File: config.mk
export PLATFORM = sky130hd
export DESIGN_NAME = secondary_irq_flag_enable_regs
export DESIGN_NICKNAME = d
export VERILOG_FILES = /design/src/logic/irq_regs_pkg.sv /design/src/logic/secondary_irq_flag_enable_regs.sv /design/src/logic/irq_slot.sv
export SDC_FILE = /design/constraint.sdc
export NUM_CORES = 1
export LEC_CHECK = 0
export BUFFER_PORTS_ARGS = -buffer_cell sky130_fd_sc_hd__buf_2
export CAP_MARGIN = 15
export CORE_MARGIN = 10
export CORE_UTILIZATION = 47
export CTS_BUF_LIST = sky130_fd_sc_hd__clkbuf_16
export CTS_CLUSTER_SIZE = 24
export DETAILED_ROUTE_END_ITERATION = 8
export PLACE_DENSITY = 0.8
export SLEW_MARGIN = 20
export SYNTH_ARGS = -nofsm -noshare
export SYNTH_HDL_FRONTEND = slang
export SYNTH_SLANG_ARGS = --single-unit
File: constraint.sdc
create_clock -name core_clk_i -period 2.4 [get_ports core_clk_i]
set_clock_uncertainty 0.1 [all_clocks]
set_input_delay 0 -clock core_clk_i [delete_from_list [all_inputs] [get_ports core_clk_i]]
set_output_delay 0 -clock core_clk_i [all_outputs]
set_load 0.1 [all_outputs]
File: src/logic/irq_regs_pkg.sv
package irq_regs_pkg;

  // -------------------------------------------------------------
  // register map
  // -------------------------------------------------------------
  localparam int NUM_REGS = 6;
  localparam int SLOTS_PER_REG = 4;
  localparam int NUM_SLOTS = NUM_REGS * SLOTS_PER_REG;
  localparam logic [7:0] OFS_CTRL_TWO = 8'h00;
  localparam logic [7:0] OFS_CTRL_THREE = 8'h04;
  localparam logic [7:0] OFS_MULTI_STD_TIMER = 8'h08;
  localparam logic [7:0] OFS_MULTI_PERIODIC0 = 8'h0C;
  localparam logic [7:0] OFS_MULTI_PERIODIC1 = 8'h10;
  localparam logic [7:0] OFS_MULTI_PERIODIC2 = 8'h14;
  localparam logic [7:0] OFS_GLOBAL_EN = 8'h18;

  // offsets packed, register 0 in the low byte
  localparam logic [8*NUM_REGS-1:0] REG_OFS_LIST = {
    OFS_MULTI_PERIODIC2, OFS_MULTI_PERIODIC1, OFS_MULTI_PERIODIC0,
    OFS_MULTI_STD_TIMER, OFS_CTRL_THREE, OFS_CTRL_TWO};

  // -------------------------------------------------------------
  // field layout
  // -------------------------------------------------------------
  localparam int FLAG_LSB = 4;
  localparam int ENABLE_LSB = 0;
  localparam int GLOBAL_EN_BIT = 0;
  localparam logic [3:0] MASK_PRIMARY = 4'hF;
  localparam logic [3:0] MASK_MULTI = 4'h3;
  localparam logic [NUM_SLOTS-1:0] SLOT_IMPL = {
    MASK_MULTI, MASK_MULTI, MASK_MULTI, MASK_MULTI,
    MASK_PRIMARY, MASK_PRIMARY};

  // -------------------------------------------------------------
  // reset values
  // -------------------------------------------------------------
  localparam logic RST_FLAG = 1'b0;
  localparam logic RST_ENABLE = 1'b0;
  localparam logic RST_GLOBAL_EN = 1'b0;
  localparam logic [31:0] RST_RDATA = 32'h0000_0000;

  // one bit per interrupt source
  typedef struct packed {
    logic serial_iface_module;
    logic multi_func_grp5;
    logic multi_func_grp4;
    logic multi_func_grp3;
    logic multi_func_grp2;
    logic time_base1;
    logic time_base0;
    logic second_serial_port;
    logic std_timer_cmpa;
    logic std_timer_cmpp;
    logic periodic_timer0_cmpa;
    logic periodic_timer0_cmpp;
    logic periodic_timer1_cmpa;
    logic periodic_timer1_cmpp;
    logic periodic_timer2_cmpa;
    logic periodic_timer2_cmpp;
  } irq_src_t;

endpackage

File: src/logic/secondary_irq_flag_enable_regs.sv
//Contract
// - serial interface request flag is bit 7 of control register two.
// - control two holds group 4,3,2 flags at 6,5,4, enables 2,1,0.
// - serial interface enable is bit 3 of control two, 1 enables.
// - control three holds time base 1 flag bit 6, base 0 bit 5.
// - control three enables: time base 1 bit2, base 0 bit1, port bit0.
// - control three holds group 5 flag bit 7, enable bit 3.
// - std timer register holds compare A, P flags at bits 5, 4.
// - std timer register holds compare A, P enables at bits 1, 0.
// - periodic timer 0 register holds compare A, P flags bits 5, 4.
// - periodic timer 0 register holds compare A, P enables bits 1, 0.
// - periodic timer 1 register: flags bits 5, 4; enables bits 1, 0.
// - periodic timer 2 register holds compare A, P flags bits 5, 4.
// - periodic timer 2 register holds compare A, P enables bits 1, 0.
// - timer registers bits 7-6 and 3-2 are unimplemented, read zero.
// - a source event sets its request flag.
// - interrupt raised only when flag and enable are both one.
// - global enable at zero blocks every interrupt.
// - flags still record events while interrupts are blocked.
`timescale 1ns/1ps
module secondary_irq_flag_enable_regs #(
  parameter int ADDR_W = 8
) (
  input wire logic core_clk_i,
  input wire logic rst_i,
  input wire logic psel_i,
  input wire logic penable_i,
  input wire logic pwrite_i,
  input wire logic [ADDR_W-1:0] paddr_i,
  input wire logic [31:0] pwdata_i,
  input wire logic [3:0] pstrb_i,
  output logic [31:0] prdata_o,
  output logic pready_o,
  output logic pslverr_o,
  input wire irq_regs_pkg::irq_src_t event_i,
  output irq_regs_pkg::irq_src_t flag_o,
  output irq_regs_pkg::irq_src_t pending_o,
  output logic irq_o
);

  // -------------------------------------------------------------
  // elaboration checks
  // -------------------------------------------------------------
  // the map needs byte addresses up to the global enable word
  if (ADDR_W < 5 || ADDR_W > 8)
  begin : g_bad_addr_w
    $error("ADDR_W must lie between 5 and 8");
  end

  localparam int NS = irq_regs_pkg::NUM_SLOTS;
  localparam int SPR = irq_regs_pkg::SLOTS_PER_REG;
  localparam int NR = irq_regs_pkg::NUM_REGS;

  // -------------------------------------------------------------
  // bus phase decode
  // -------------------------------------------------------------
  logic apb_setup;
  logic apb_access;
  logic apb_write;
  logic lane0_wr;

  assign apb_setup = psel_i & ~penable_i;
  assign apb_access = psel_i & penable_i;
  assign apb_write = apb_access & pwrite_i;
  // only the low byte lane carries register data
  assign lane0_wr = apb_write & pstrb_i[0];

  // -------------------------------------------------------------
  // address decode
  // -------------------------------------------------------------
  logic [NR-1:0] reg_hit;
  logic glb_hit;
  logic any_hit;

  genvar r;
  generate
    for (r = 0; r < NR; r++)
    begin : g_hit
      assign reg_hit[r] = paddr_i ==
        ADDR_W'(irq_regs_pkg::REG_OFS_LIST[8*r +: 8]);
    end
  endgenerate

  assign glb_hit = paddr_i == ADDR_W'(irq_regs_pkg::OFS_GLOBAL_EN);
  assign any_hit = (|reg_hit) | glb_hit;

  // -------------------------------------------------------------
  // source to slot mapping
  // -------------------------------------------------------------
  // slot = register * 4 + position; flag sits 4 bits above enable
  logic [NS-1:0] ev_slot;
  logic [NS-1:0] flag_slot;
  logic [NS-1:0] enable_slot;
  logic [NS-1:0] pend_slot;

  // control register two
  assign ev_slot[3] = event_i.serial_iface_module;
  assign ev_slot[2] = event_i.multi_func_grp4;
  assign ev_slot[1] = event_i.multi_func_grp3;
  assign ev_slot[0] = event_i.multi_func_grp2;
  // control register three
  assign ev_slot[7] = event_i.multi_func_grp5;
  assign ev_slot[6] = event_i.time_base1;
  assign ev_slot[5] = event_i.time_base0;
  assign ev_slot[4] = event_i.second_serial_port;
  // standard timer register
  assign ev_slot[11:10] = 2'b00;
  assign ev_slot[9] = event_i.std_timer_cmpa;
  assign ev_slot[8] = event_i.std_timer_cmpp;
  // periodic timer 0 register
  assign ev_slot[15:14] = 2'b00;
  assign ev_slot[13] = event_i.periodic_timer0_cmpa;
  assign ev_slot[12] = event_i.periodic_timer0_cmpp;
  // periodic timer 1 register
  assign ev_slot[19:18] = 2'b00;
  assign ev_slot[17] = event_i.periodic_timer1_cmpa;
  assign ev_slot[16] = event_i.periodic_timer1_cmpp;
  // periodic timer 2 register
  assign ev_slot[23:22] = 2'b00;
  assign ev_slot[21] = event_i.periodic_timer2_cmpa;
  assign ev_slot[20] = event_i.periodic_timer2_cmpp;

  // -------------------------------------------------------------
  // named register fields
  // -------------------------------------------------------------
  // one wire per register bit, so the read bytes below can be held
  // against the register map by eye instead of by slot arithmetic
  logic serial_iface_req_flag;
  logic multi_func_grp4_flag;
  logic multi_func_grp3_flag;
  logic multi_func_grp2_flag;
  logic serial_iface_irq_enable;
  logic multi_func_grp4_enable;
  logic multi_func_grp3_enable;
  logic multi_func_grp2_enable;
  logic multi_func_grp5_flag;
  logic time_base1_flag;
  logic time_base0_flag;
  logic second_serial_port_flag;
  logic multi_func_grp5_enable;
  logic time_base1_enable;
  logic time_base0_enable;
  logic second_serial_port_enable;
  logic std_timer_cmpa_flag;
  logic std_timer_cmpp_flag;
  logic std_timer_cmpa_enable;
  logic std_timer_cmpp_enable;
  logic periodic_timer0_cmpa_flag;
  logic periodic_timer0_cmpp_flag;
  logic periodic_timer0_cmpa_enable;
  logic periodic_timer0_cmpp_enable;
  logic periodic_timer1_cmpa_flag;
  logic periodic_timer1_cmpp_flag;
  logic periodic_timer1_cmpa_enable;
  logic periodic_timer1_cmpp_enable;
  logic periodic_timer2_cmpa_flag;
  logic periodic_timer2_cmpp_flag;
  logic periodic_timer2_cmpa_enable;
  logic periodic_timer2_cmpp_enable;

  // control register two
  assign serial_iface_req_flag = flag_slot[3];
  assign multi_func_grp4_flag = flag_slot[2];
  assign multi_func_grp3_flag = flag_slot[1];
  assign multi_func_grp2_flag = flag_slot[0];
  assign serial_iface_irq_enable = enable_slot[3];
  assign multi_func_grp4_enable = enable_slot[2];
  assign multi_func_grp3_enable = enable_slot[1];
  assign multi_func_grp2_enable = enable_slot[0];
  // control register three
  assign multi_func_grp5_flag = flag_slot[7];
  assign time_base1_flag = flag_slot[6];
  assign time_base0_flag = flag_slot[5];
  assign second_serial_port_flag = flag_slot[4];
  assign multi_func_grp5_enable = enable_slot[7];
  assign time_base1_enable = enable_slot[6];
  assign time_base0_enable = enable_slot[5];
  assign second_serial_port_enable = enable_slot[4];
  // standard timer register
  assign std_timer_cmpa_flag = flag_slot[9];
  assign std_timer_cmpp_flag = flag_slot[8];
  assign std_timer_cmpa_enable = enable_slot[9];
  assign std_timer_cmpp_enable = enable_slot[8];
  // periodic timer 0 register
  assign periodic_timer0_cmpa_flag = flag_slot[13];
  assign periodic_timer0_cmpp_flag = flag_slot[12];
  assign periodic_timer0_cmpa_enable = enable_slot[13];
  assign periodic_timer0_cmpp_enable = enable_slot[12];
  // periodic timer 1 register
  assign periodic_timer1_cmpa_flag = flag_slot[17];
  assign periodic_timer1_cmpp_flag = flag_slot[16];
  assign periodic_timer1_cmpa_enable = enable_slot[17];
  assign periodic_timer1_cmpp_enable = enable_slot[16];
  // periodic timer 2 register
  assign periodic_timer2_cmpa_flag = flag_slot[21];
  assign periodic_timer2_cmpp_flag = flag_slot[20];
  assign periodic_timer2_cmpa_enable = enable_slot[21];
  assign periodic_timer2_cmpp_enable = enable_slot[20];

  // -------------------------------------------------------------
  // global enable register
  // -------------------------------------------------------------
  logic global_en_r;
  logic global_en_nxt;

  assign global_en_nxt = (lane0_wr & glb_hit) ?
    pwdata_i[irq_regs_pkg::GLOBAL_EN_BIT] : global_en_r;

  // blocks all vectoring while low, flags keep recording
  always_ff @(posedge core_clk_i)
  begin
    if (rst_i)
      global_en_r <= irq_regs_pkg::RST_GLOBAL_EN;
    else
      global_en_r <= global_en_nxt;
  end

  // -------------------------------------------------------------
  // flag and enable slots
  // -------------------------------------------------------------
  genvar s;
  generate
    for (s = 0; s < NS; s++)
    begin : g_slot
      logic slot_wr;
      logic wflag;
      logic wenable;

      // same byte layout in every register of the group
      assign slot_wr = lane0_wr & reg_hit[s / SPR];
      assign wflag = pwdata_i[irq_regs_pkg::FLAG_LSB + (s % SPR)];
      assign wenable = pwdata_i[irq_regs_pkg::ENABLE_LSB + (s % SPR)];

      irq_slot #(
        .IMPL(irq_regs_pkg::SLOT_IMPL[s])
      ) u_slot (
        .core_clk_i(core_clk_i),
        .rst_i(rst_i),
        .event_i(ev_slot[s]),
        .wr_i(slot_wr),
        .wflag_i(wflag),
        .wenable_i(wenable),
        .global_en_i(global_en_r),
        .flag_o(flag_slot[s]),
        .enable_o(enable_slot[s]),
        .pending_o(pend_slot[s])
      );
    end
  endgenerate

  // -------------------------------------------------------------
  // read data
  // -------------------------------------------------------------
  logic [7:0] reg_byte [NR];
  logic [7:0] rd_byte;
  logic [7:0] glb_byte;

  // flags in the high nibble, enables in the low nibble
  assign reg_byte[0] = {serial_iface_req_flag, multi_func_grp4_flag,
    multi_func_grp3_flag, multi_func_grp2_flag, serial_iface_irq_enable,
    multi_func_grp4_enable, multi_func_grp3_enable,
    multi_func_grp2_enable};
  assign reg_byte[1] = {multi_func_grp5_flag, time_base1_flag,
    time_base0_flag, second_serial_port_flag, multi_func_grp5_enable,
    time_base1_enable, time_base0_enable,
    second_serial_port_enable};
  // timer registers: unused bits are constant zero, never stored
  assign reg_byte[2] = {2'b00, std_timer_cmpa_flag, std_timer_cmpp_flag,
    2'b00, std_timer_cmpa_enable, std_timer_cmpp_enable};
  assign reg_byte[3] = {2'b00, periodic_timer0_cmpa_flag,
    periodic_timer0_cmpp_flag, 2'b00, periodic_timer0_cmpa_enable,
    periodic_timer0_cmpp_enable};
  assign reg_byte[4] = {2'b00, periodic_timer1_cmpa_flag,
    periodic_timer1_cmpp_flag, 2'b00, periodic_timer1_cmpa_enable,
    periodic_timer1_cmpp_enable};
  assign reg_byte[5] = {2'b00, periodic_timer2_cmpa_flag,
    periodic_timer2_cmpp_flag, 2'b00, periodic_timer2_cmpa_enable,
    periodic_timer2_cmpp_enable};

  assign glb_byte = {7'h00, global_en_r};

  // one hot select, so an or of the masked bytes is enough
  always_comb
  begin
    rd_byte = glb_hit ? glb_byte : 8'h00;
    for (int i = 0; i < NR; i++)
      rd_byte = rd_byte | (reg_hit[i] ? reg_byte[i] : 8'h00);
  end

  // -------------------------------------------------------------
  // bus answer
  // -------------------------------------------------------------
  logic [31:0] prdata_r;
  logic [31:0] prdata_nxt;

  // snapshot taken at the end of setup, so no wait state is needed;
  // a flag that sets during the access cycle shows on the next read
  assign prdata_nxt = (apb_setup & ~pwrite_i) ?
    {24'h00_0000, rd_byte} : prdata_r;

  always_ff @(posedge core_clk_i)
  begin
    if (rst_i)
      prdata_r <= irq_regs_pkg::RST_RDATA;
    else
      prdata_r <= prdata_nxt;
  end

  assign prdata_o = prdata_r;
  assign pready_o = 1'b1; // never stalls the master
  assign pslverr_o = apb_access & ~any_hit; // unmapped address

  // -------------------------------------------------------------
  // source outputs
  // -------------------------------------------------------------
  // control register two
  assign flag_o.serial_iface_module = flag_slot[3];
  assign flag_o.multi_func_grp4 = flag_slot[2];
  assign flag_o.multi_func_grp3 = flag_slot[1];
  assign flag_o.multi_func_grp2 = flag_slot[0];
  // control register three
  assign flag_o.multi_func_grp5 = flag_slot[7];
  assign flag_o.time_base1 = flag_slot[6];
  assign flag_o.time_base0 = flag_slot[5];
  assign flag_o.second_serial_port = flag_slot[4];
  // timer registers
  assign flag_o.std_timer_cmpa = flag_slot[9];
  assign flag_o.std_timer_cmpp = flag_slot[8];
  assign flag_o.periodic_timer0_cmpa = flag_slot[13];
  assign flag_o.periodic_timer0_cmpp = flag_slot[12];
  assign flag_o.periodic_timer1_cmpa = flag_slot[17];
  assign flag_o.periodic_timer1_cmpp = flag_slot[16];
  assign flag_o.periodic_timer2_cmpa = flag_slot[21];
  assign flag_o.periodic_timer2_cmpp = flag_slot[20];

  // gated requests toward the vectoring logic
  assign pending_o.serial_iface_module = pend_slot[3];
  assign pending_o.multi_func_grp4 = pend_slot[2];
  assign pending_o.multi_func_grp3 = pend_slot[1];
  assign pending_o.multi_func_grp2 = pend_slot[0];
  assign pending_o.multi_func_grp5 = pend_slot[7];
  assign pending_o.time_base1 = pend_slot[6];
  assign pending_o.time_base0 = pend_slot[5];
  assign pending_o.second_serial_port = pend_slot[4];
  assign pending_o.std_timer_cmpa = pend_slot[9];
  assign pending_o.std_timer_cmpp = pend_slot[8];
  assign pending_o.periodic_timer0_cmpa = pend_slot[13];
  assign pending_o.periodic_timer0_cmpp = pend_slot[12];
  assign pending_o.periodic_timer1_cmpa = pend_slot[17];
  assign pending_o.periodic_timer1_cmpp = pend_slot[16];
  assign pending_o.periodic_timer2_cmpa = pend_slot[21];
  assign pending_o.periodic_timer2_cmpp = pend_slot[20];

  // any gated request; each term is a flip-flop or, for unimplemented bits, a constant zero
  assign irq_o = |pend_slot;

endmodule

File: src/logic/irq_slot.sv
`timescale 1ns/1ps
module irq_slot #(
  parameter bit IMPL = 1'b1
) (
  input wire logic core_clk_i,
  input wire logic rst_i,
  input wire logic event_i,
  input wire logic wr_i,
  input wire logic wflag_i,
  input wire logic wenable_i,
  input wire logic global_en_i,
  output logic flag_o,
  output logic enable_o,
  output logic pending_o
);

  generate
    if (IMPL) begin : g_impl
      logic flag_r;
      logic flag_nxt;
      logic enable_r;
      logic enable_nxt;
      logic pending_r;
      logic pending_nxt;

      // -----------------------------------------------------------
      // next values
      // -----------------------------------------------------------
      // event beats a software clear in the same cycle
      assign flag_nxt = event_i | (wr_i ? wflag_i : flag_r);
      assign enable_nxt = wr_i ? wenable_i : enable_r;
      // gated by flag, enable and global enable
      assign pending_nxt = flag_r & enable_r & global_en_i;

      // state, cleared on reset
      always_ff @(posedge core_clk_i)
      begin
        if (rst_i)
        begin
          flag_r <= irq_regs_pkg::RST_FLAG;
          enable_r <= irq_regs_pkg::RST_ENABLE;
          pending_r <= 1'b0;
        end
        else
        begin
          flag_r <= flag_nxt;
          enable_r <= enable_nxt;
          pending_r <= pending_nxt;
        end
      end

      assign flag_o = flag_r;
      assign enable_o = enable_r;
      assign pending_o = pending_r;
    end
    else begin : g_empty
      // unimplemented bit: no storage, reads zero
      assign flag_o = 1'b0;
      assign enable_o = 1'b0;
      assign pending_o = 1'b0;
    end
  endgenerate

endmodule

==> results of run 1 <==
[sequential cells by signal (all words and copies together), names as in the netlist]
signal,flops
g_slot.u_slot.enable_o,16
g_slot.u_slot.flag_o,16
g_slot.u_slot.pending_o,16
prdata_o,8
global_en_r,1
[per-layer routing]
metal  global-route usage [%]  share of wire [%]
met5                        0                  0
met4                     9.59                4.3
met3                     6.34                8.9
met2                     26.3                 47
met1                     18.2                 40
[layout make-up]
cell class	count	share of cell area (%)
Clock buffer	9	6.29
Clock inverter	6	1.43
Inverter	1	0.105
Multi-Input combinational cell	198	36.5
Sequential cell	57	31.9
Tap cell	75	2.62
Timing Repair Buffer	116	21.2
[logic make-up (layout without fill, tap and decap cells)]
logic type | count (synthesis) | after routing | synth area share [%]
AOI/OAI and AO/OA | 33 | 33 | 8.54
buffers and inverters | 73 | 132 | 17.7
DFF | 57 | 57 | 39.7
muxes | 32 | 32 | 11.8
other | 2 | 25 | 0.262
and+or+nand+nor | 108 | 108 | 22.0
[what timing repair did]
| item | in CTS | in global routing |
|---|---|---|
| hold buffers | 34 | 0 |
| gates resized for setup | 0 | 0 |
| endpoints found under the setup margin | 0 | 0 |
| hold endpoints to repair | 36 | 0 |
| buffers inserted | 0 | 0 |
[power groups by stage]
stage                     registers (mW)  clock network [mW]  logic (mW)
after CTS                          0.988                1.18       0.521
after global placement              1.01                   0       0.472
after floorplan                     1.00                   0       0.458
final                              0.988                1.18       0.528
after global routing               0.990                1.23       0.551
after detailed placement            1.01                   0       0.477
[cells in the final DEF, fill, tap and decap left out, drive strengths merged, types with 2 or more instances in the layout]
cell type,Yosys,routed
buf,61,82
dfxtp,57,57
nor2,41,41
dlygate4sd3,0,34
mux2i,26,26
conb,2,25
nor3,17,17
and3,16,16
a211oi,16,16
nor4,10,10
clkbuf,11,9
nand2,6,6
a21oi,5,5
mux2,5,5
a22oi,4,4
clkinv,0,4
nand4,3,3
o22ai,3,3
o21ai,3,3
or4,2,2
nand3,2,2
nor2b,2,2
nand4b,2,2
inv,1,2
nand3b,2,2
nand2b,2,2
[synthesized netlist by cell type (all sizes together), types with 2 or more instances]
master  count
a211oi     16
a21oi       5
a22oi       4
and3       16
buf        61
clkbuf     11
conb        2
dfxtp      57
mux2        5
mux2i      26
nand2       6
nand2b      2
nand3       2
nand3b      2
nand4       3
nand4b      2
nor2       41
nor2b       2
nor3       17
nor4       10
o21ai       3
o22ai       3
or4         2
[metrics by stage]
step                hold WS (ps)  total power [mW]  setup WS, ps  instance area, µm²
floorplan                   43.9              1.46          69.9                2960
global placement             144              1.48           450                2970
detailed placement           155              1.48           417                2970
CTS                        0.616              2.69           198                3580
global route                26.8              2.77           109                3580
finish                     0.936              2.70           157                3580
[worst min-delay path, stage by stage]
cell and delay, ps:
buf_2 150, nor2_1 120, a211oi_1 80
[worst max-delay path by stage]
stage,from,end,slack [ps],depth (start not counted)
2_1_floorplan,paddr_i[2],pslverr_o,70,4
3_3_place_gp,paddr_i[5],g_slot[7].u_slot.flag_o,450,5
3_5_place_dp,paddr_i[5],g_slot[7].u_slot.flag_o,420,5
4_1_cts,paddr_i[5],g_slot[7].u_slot.flag_o,200,6
5_1_grt,paddr_i[5],g_slot[7].u_slot.flag_o,110,6
6_report,paddr_i[5],g_slot[7].u_slot.flag_o,160,6
==> run_results.csv, run 1 <==
group,metric,value,unit
run_status,status,"completed",
floorplan,core.rowCount,28,
clock_tree,clock_tree.buffer_depth,2,
yosys,synth_edf_count,0,
flow_run,maxCapViolations,0,
hold_path,min-delay-start,"pwdata_i[4]",
critical_path,timing.rr.start,"g_slot[7].u_slot.flag_o",
sta,setup_viol,0,
detailed_routing,drt-vias-per-instance,5.27,
clock_tree,clock_latency,320,ps
hold_path,hold_end,"g_slot[20].u_slot.flag_o",
global_route,grt_first_pass_wirelength,13.1,mm
power,powerDensity,753,nW/µm²
layout,antenna_cells,0,
power,p_leak,1.67,nW
yosys,synth.avg_cell_area,9.41,µm²
power,power.share.sequential,36.6,%
placement,gp_congestion,0.918,
power,pwr-share-comb,19.6,%
sta,fin_crit_sh,93.5,%
yosys,synth_cell_type_count,36,
yosys,ys.flop_type,"dfxtp_1",
power,internal-power,1.86,mW
sta,finalCriticalPeriod,2240,ps
power,switchingPower,0.843,mW
placement,dp_hpwl,5.58,mm
global_route,grt_overflow,0,
critical_path,critPathMaxStageDelay,690,ps
critical_path,rr_worst_depth,3,
yosys,synth_area,2870,µm²
layout,drive_gt1_share,29.7,%
placement,port_buffers,79,
clock_tree,cts_max_level,3,
floorplan,coreArea,5920,µm²
yosys,synthArstFlopShare,0,%
global_route,antenna_found_initial,0,
yosys,syn_inst,305,
layout,final-seq-area,1140,µm²
floorplan,io_pins,132,
layout,synthToLayoutAreaGrowth,24.7,%
critical_path,cp_top_family,"simple AND/OR/NAND/NOR gates",
layout,multi_input_area,1310,µm²
global_route,grt_pass1_vias,2609,
critical_path,worstPathRequired,2500,ps
critical_path,critPathKind,"input port to register",
yosys,ys_seq_area_share,39.7,%
hold_path,hold_depth,3,
sta,setup_tns,0,ps
global_route,grt_start_max_net_pins,24,
floorplan,start_util,48.5,%
detailed_routing,drt-total-wl,8.03,mm
sta,grt_setup_unrepaired,"false",
sta,finalHoldViolations,0,
yosys,yosys-top-cells-area,"dfxtp_1 (40%), buf_4 (15%), mux2i_1 (9.1%)",
layout,num-nets-final,448,
clock_tree,cts_tree,"yes",
layout,fillers,482,
detailed_routing,firstDrtPassIters,4,
sta,slew_viol_final,0,
critical_path,cpMostUsedCell,"or4_4",
floorplan,die_h,98.2,µm
layout,post-route-util,60.5,%
floorplan,fp.dieArea,9640,µm²
yosys,yosys_warnings,0,
clock_tree,cts_root_buffer,"clkbuf_16",
sta,timing.max_slew.rel_slack,54.3,%
detailed_routing,drt_iter0_drc,206,
detailed_routing,vias,2435,
critical_path,arrival,2340,ps
critical_path,path_max_fanout,12,
detailed_routing,drc,0,
critical_path,worstReg2RegEnd,"g_slot[7].u_slot.flag_o",
critical_path,rrSetupSlack,1020,ps
power,switching_share,31.2,%
hold_path,hp-class,"input port to register",
detailed_routing,wl_per_cell,17.4,µm
critical_path,endpoint_kind,"register",
critical_path,critPathSlowestCell,"or4_4",
placement,post-place-cells,413,
power,ir_drop,0.438,mV
clock_tree,cts_buffers,9,
critical_path,startpoint_type,"input port",
yosys,ys_ff_latch,57,
detailed_routing,ant_nets,0,
clock_tree,cts_sinks,57,
critical_path,critPathBufInv,2,
global_route,grt_usage,16.4,%
clock_tree,clkTransAtPathRegs,50,ps
layout,fin_cells,462,
critical_path,timing.critical_path.cells,"buf_2 > or4_4 > or4_4 > nor3_1 > a211oi_2 > dlygate4sd3_1",
yosys,synth_top_area_cell,"dfxtp_1",
sta,tightest_slew,680,ps
yosys,synth_top_area_share,39.7,%
floorplan,fp.dieW,98.2,µm
power,pwr-share-clk,43.8,%
sta,max_freq,446,MHz
No activity file was read; power rests on OpenSTA's default activity.
==> inputs of run 2 (changes only) <==
--- a/config.mk
+++ b/config.mk
@@ -8,11 +8,11 @@
 export BUFFER_PORTS_ARGS = -buffer_cell sky130_fd_sc_hd__buf_2
 export CAP_MARGIN = 15
 export CORE_MARGIN = 10
-export CORE_UTILIZATION = 47
-export CTS_BUF_LIST = sky130_fd_sc_hd__clkbuf_16
+export CORE_UTILIZATION = 48
+export CTS_BUF_LIST = sky130_fd_sc_hd__clkbuf_4
 export CTS_CLUSTER_SIZE = 24
 export DETAILED_ROUTE_END_ITERATION = 8
-export PLACE_DENSITY = 0.8
+export PLACE_DENSITY = 0.82
 export SLEW_MARGIN = 20
 export SYNTH_ARGS = -nofsm -noshare
 export SYNTH_HDL_FRONTEND = slang
==> run 2 against run 1 <==
  * Count of clock-buffer cells in the layout increased by 1
  * Critical path depth increased by 1
  * Final area increased by 0.35%
  * Maximum frequency decreased by 4.8%
  * Clock power decreased by 25%
  * Register-to-register slack got worse by 20 ps
  * Hold slack improved by 17 ps
  * Sequential power about the same
  * Via count increased by 1.9%
  * Sequential cell count unchanged
==> run_results.csv, run 2 (synthesis results as in run 1) <==
group,metric,value,unit
sta,finalCriticalPeriod,2360,ps
global_route,grt_overflow,0,
global_route,grt_pass1_vias,2493,
clock_tree,cts_root_buffer,"clkbuf_4",
placement,dp_hpwl,5.43,mm
flow_run,maxCapViolations,0,
critical_path,worstReg2RegEnd,"g_slot[7].u_slot.flag_o",
clock_tree,cts_max_level,3,
sta,fin_crit_sh,98.1,%
layout,final_cell_area,3590,µm²
critical_path,timing.critical_path.cells,"dlygate4sd3_1 > buf_2 > or3_1 > or4_4 > nor3_2 > dlygate4sd3_1 > a211oi_2",
placement,placed_area,2970,µm²
detailed_routing,firstDrtPassIters,5,
layout,antenna_cells,0,
detailed_routing,vias,2481,
sta,tightest_slew,613,ps
critical_path,timing.rr.start,"g_slot[7].u_slot.flag_o",
detailed_routing,ant_nets,0,
global_route,grt_usage,15.7,%
run_status,status,"completed",
layout,layout_commonest_cell,"buf_2",
critical_path,arrival,2550,ps
critical_path,cp_top_family,"buffers and inverters",
hold_path,hold_depth,4,
sta,setup_viol,0,
floorplan,io_pins,132,
placement,gp_congestion,0.903,
floorplan,start_util,49.1,%
layout,fillers,455,
detailed_routing,drt-total-wl,7.88,mm
hold_path,min-delay-start,"pwrite_i",
power,powerDensity,669,nW/µm²
clock_tree,cts_tree,"yes",
hold_path,hp-class,"input port to register",
floorplan,coreArea,5850,µm²
floorplan,core.rowCount,28,
placement,port_buffers,79,
critical_path,cpMostUsedCell,"dlygate4sd3_1",
sta,grt_setup_unrepaired,"true",
clock_tree,clock_latency,420,ps
sta,finalHoldViolations,0,
sta,slew_viol_final,0,
global_route,antenna_found_initial,0,
critical_path,rr_worst_depth,3,
power,p_leak,1.68,nW
critical_path,critPathKind,"input port to register",
critical_path,rrSetupSlack,1000,ps
layout,synthToLayoutAreaGrowth,25.2,%
clock_tree,cts_buffers,9,
floorplan,fp.dieW,97.3,µm
layout,mostFrequentLayoutCells,"buf_2 (79), dfxtp_1 (57), nor2_1 (41), dlygate4sd3_1 (40), mux2i_1 (26)",
critical_path,path_max_fanout,11,
global_route,grt_first_pass_wirelength,12.3,mm
layout,num-nets-final,459,
sta,setup_tns,0,ps
critical_path,critPathMaxStageDelay,600,ps
power,ir_drop,0.426,mV
layout,drive_gt1_share,31.3,%
global_route,grt_start_max_net_pins,27,
critical_path,endpoint_kind,"register",
sta,max_freq,425,MHz
sta,timing.max_slew.rel_slack,58.8,%
critical_path,startpoint_type,"input port",
sta,hold_ws,17.5,ps
critical_path,critPathSlowestCell,"dlygate4sd3_1",
hold_path,hold_end,"g_slot[20].u_slot.flag_o",
detailed_routing,drt-vias-per-instance,5.23,
clock_tree,clkTransAtPathRegs,90,ps
detailed_routing,drc,0,
critical_path,critPathBufInv,3,
floorplan,die_h,97.3,µm
clock_tree,clock_tree.buffer_depth,2,
detailed_routing,drt_iter0_drc,232,
floorplan,fp.dieArea,9480,µm²
clock_tree,cts_sinks,57,
critical_path,worstPathRequired,2600,ps
detailed_routing,wl_per_cell,16.6,µm
run 2: cell types whose count changed in the layout (fill, tap and decap cells not counted):
cell,before,now
clkbuf_4,0,10
dlygate4sd3_1,34,40
inv_1,2,1
clkinvlp_4,0,1
bufinv_16,1,3
nor3_1,15,13
buf_4,3,8
nor3_2,2,4
clkinv_2,2,1
clkinv_1,2,1
clkbuf_16,9,0
run 2: area by class of cell:
type / instances / area, µm² / share of cell area (%)
Sequential cell: 57 / 1140 / 31.7
Tap cell: 75 / 93.8 / 2.61
Timing Repair Buffer: 127 / 856 / 23.8
Clock buffer: 10 / 75.1 / 2.09
Clock inverter: 6 / 106 / 2.96
Inverter: 1 / 3.75 / 0.104
Multi-Input combinational cell: 198 / 1320 / 36.7
run 2: worst reg2reg max path: stages (launching register included):
cell	delay, ps
dfxtp_1	390
nor2_1	70
a211oi_2	210
dlygate4sd3_1	570
run 2: worst max-delay path by stage:
stage	cells past startpoint	end	from	slack [ps]
6_report	7	g_slot[4].u_slot.flag_o	paddr_i[4]	40
5_1_grt	7	g_slot[6].u_slot.flag_o	paddr_i[3]	-8
4_1_cts	7	g_slot[7].u_slot.flag_o	paddr_i[4]	60
2_1_floorplan	4	pslverr_o	paddr_i[2]	70
3_3_place_gp	5	g_slot[6].u_slot.flag_o	paddr_i[5]	460
3_5_place_dp	5	g_slot[6].u_slot.flag_o	paddr_i[5]	440
run 2: through the flow:
step                      total power, mW  worst slack (ps)  utilization, %  cells
after global routing                 2.48             -7.76            61.4    474
after detailed placement             1.48               437            50.7    413
final                                2.41              44.5            61.4    474
after floorplan                      1.46              69.9               -    328
after global placement               1.48               462            50.7    413
after CTS                            2.40              58.1            60.6    469
run 2: per-layer routing:
metal  global-route usage [%]  up-vias  routed length, µm
li1                         -     1180                  -
met1                     18.4     1165               3240
met2                     25.5      117               3840
met3                     4.84       19                631
met4                     7.27        0                159
met5                        0        -                  0
run 2: power by group:
part	total [mW]	internal, mW	switching [mW]	leakage [nW]
clock	0.886	0.534	0.353	0.0940
combinational	0.535	0.113	0.421	1.12
sequential	0.985	0.965	0.0200	0.464
total	2.41	1.61	0.794	1.68
run 2: timing repair:
| item | in CTS | in global routing |
|---|---|---|
| gates resized for setup | 0 | 2 |
| setup endpoints to repair | 0 | 3 |
| setup buffers | 0 | 5 |
| endpoints found under the hold margin | 41 | 0 |
| hold buffers | 40 | 0 |
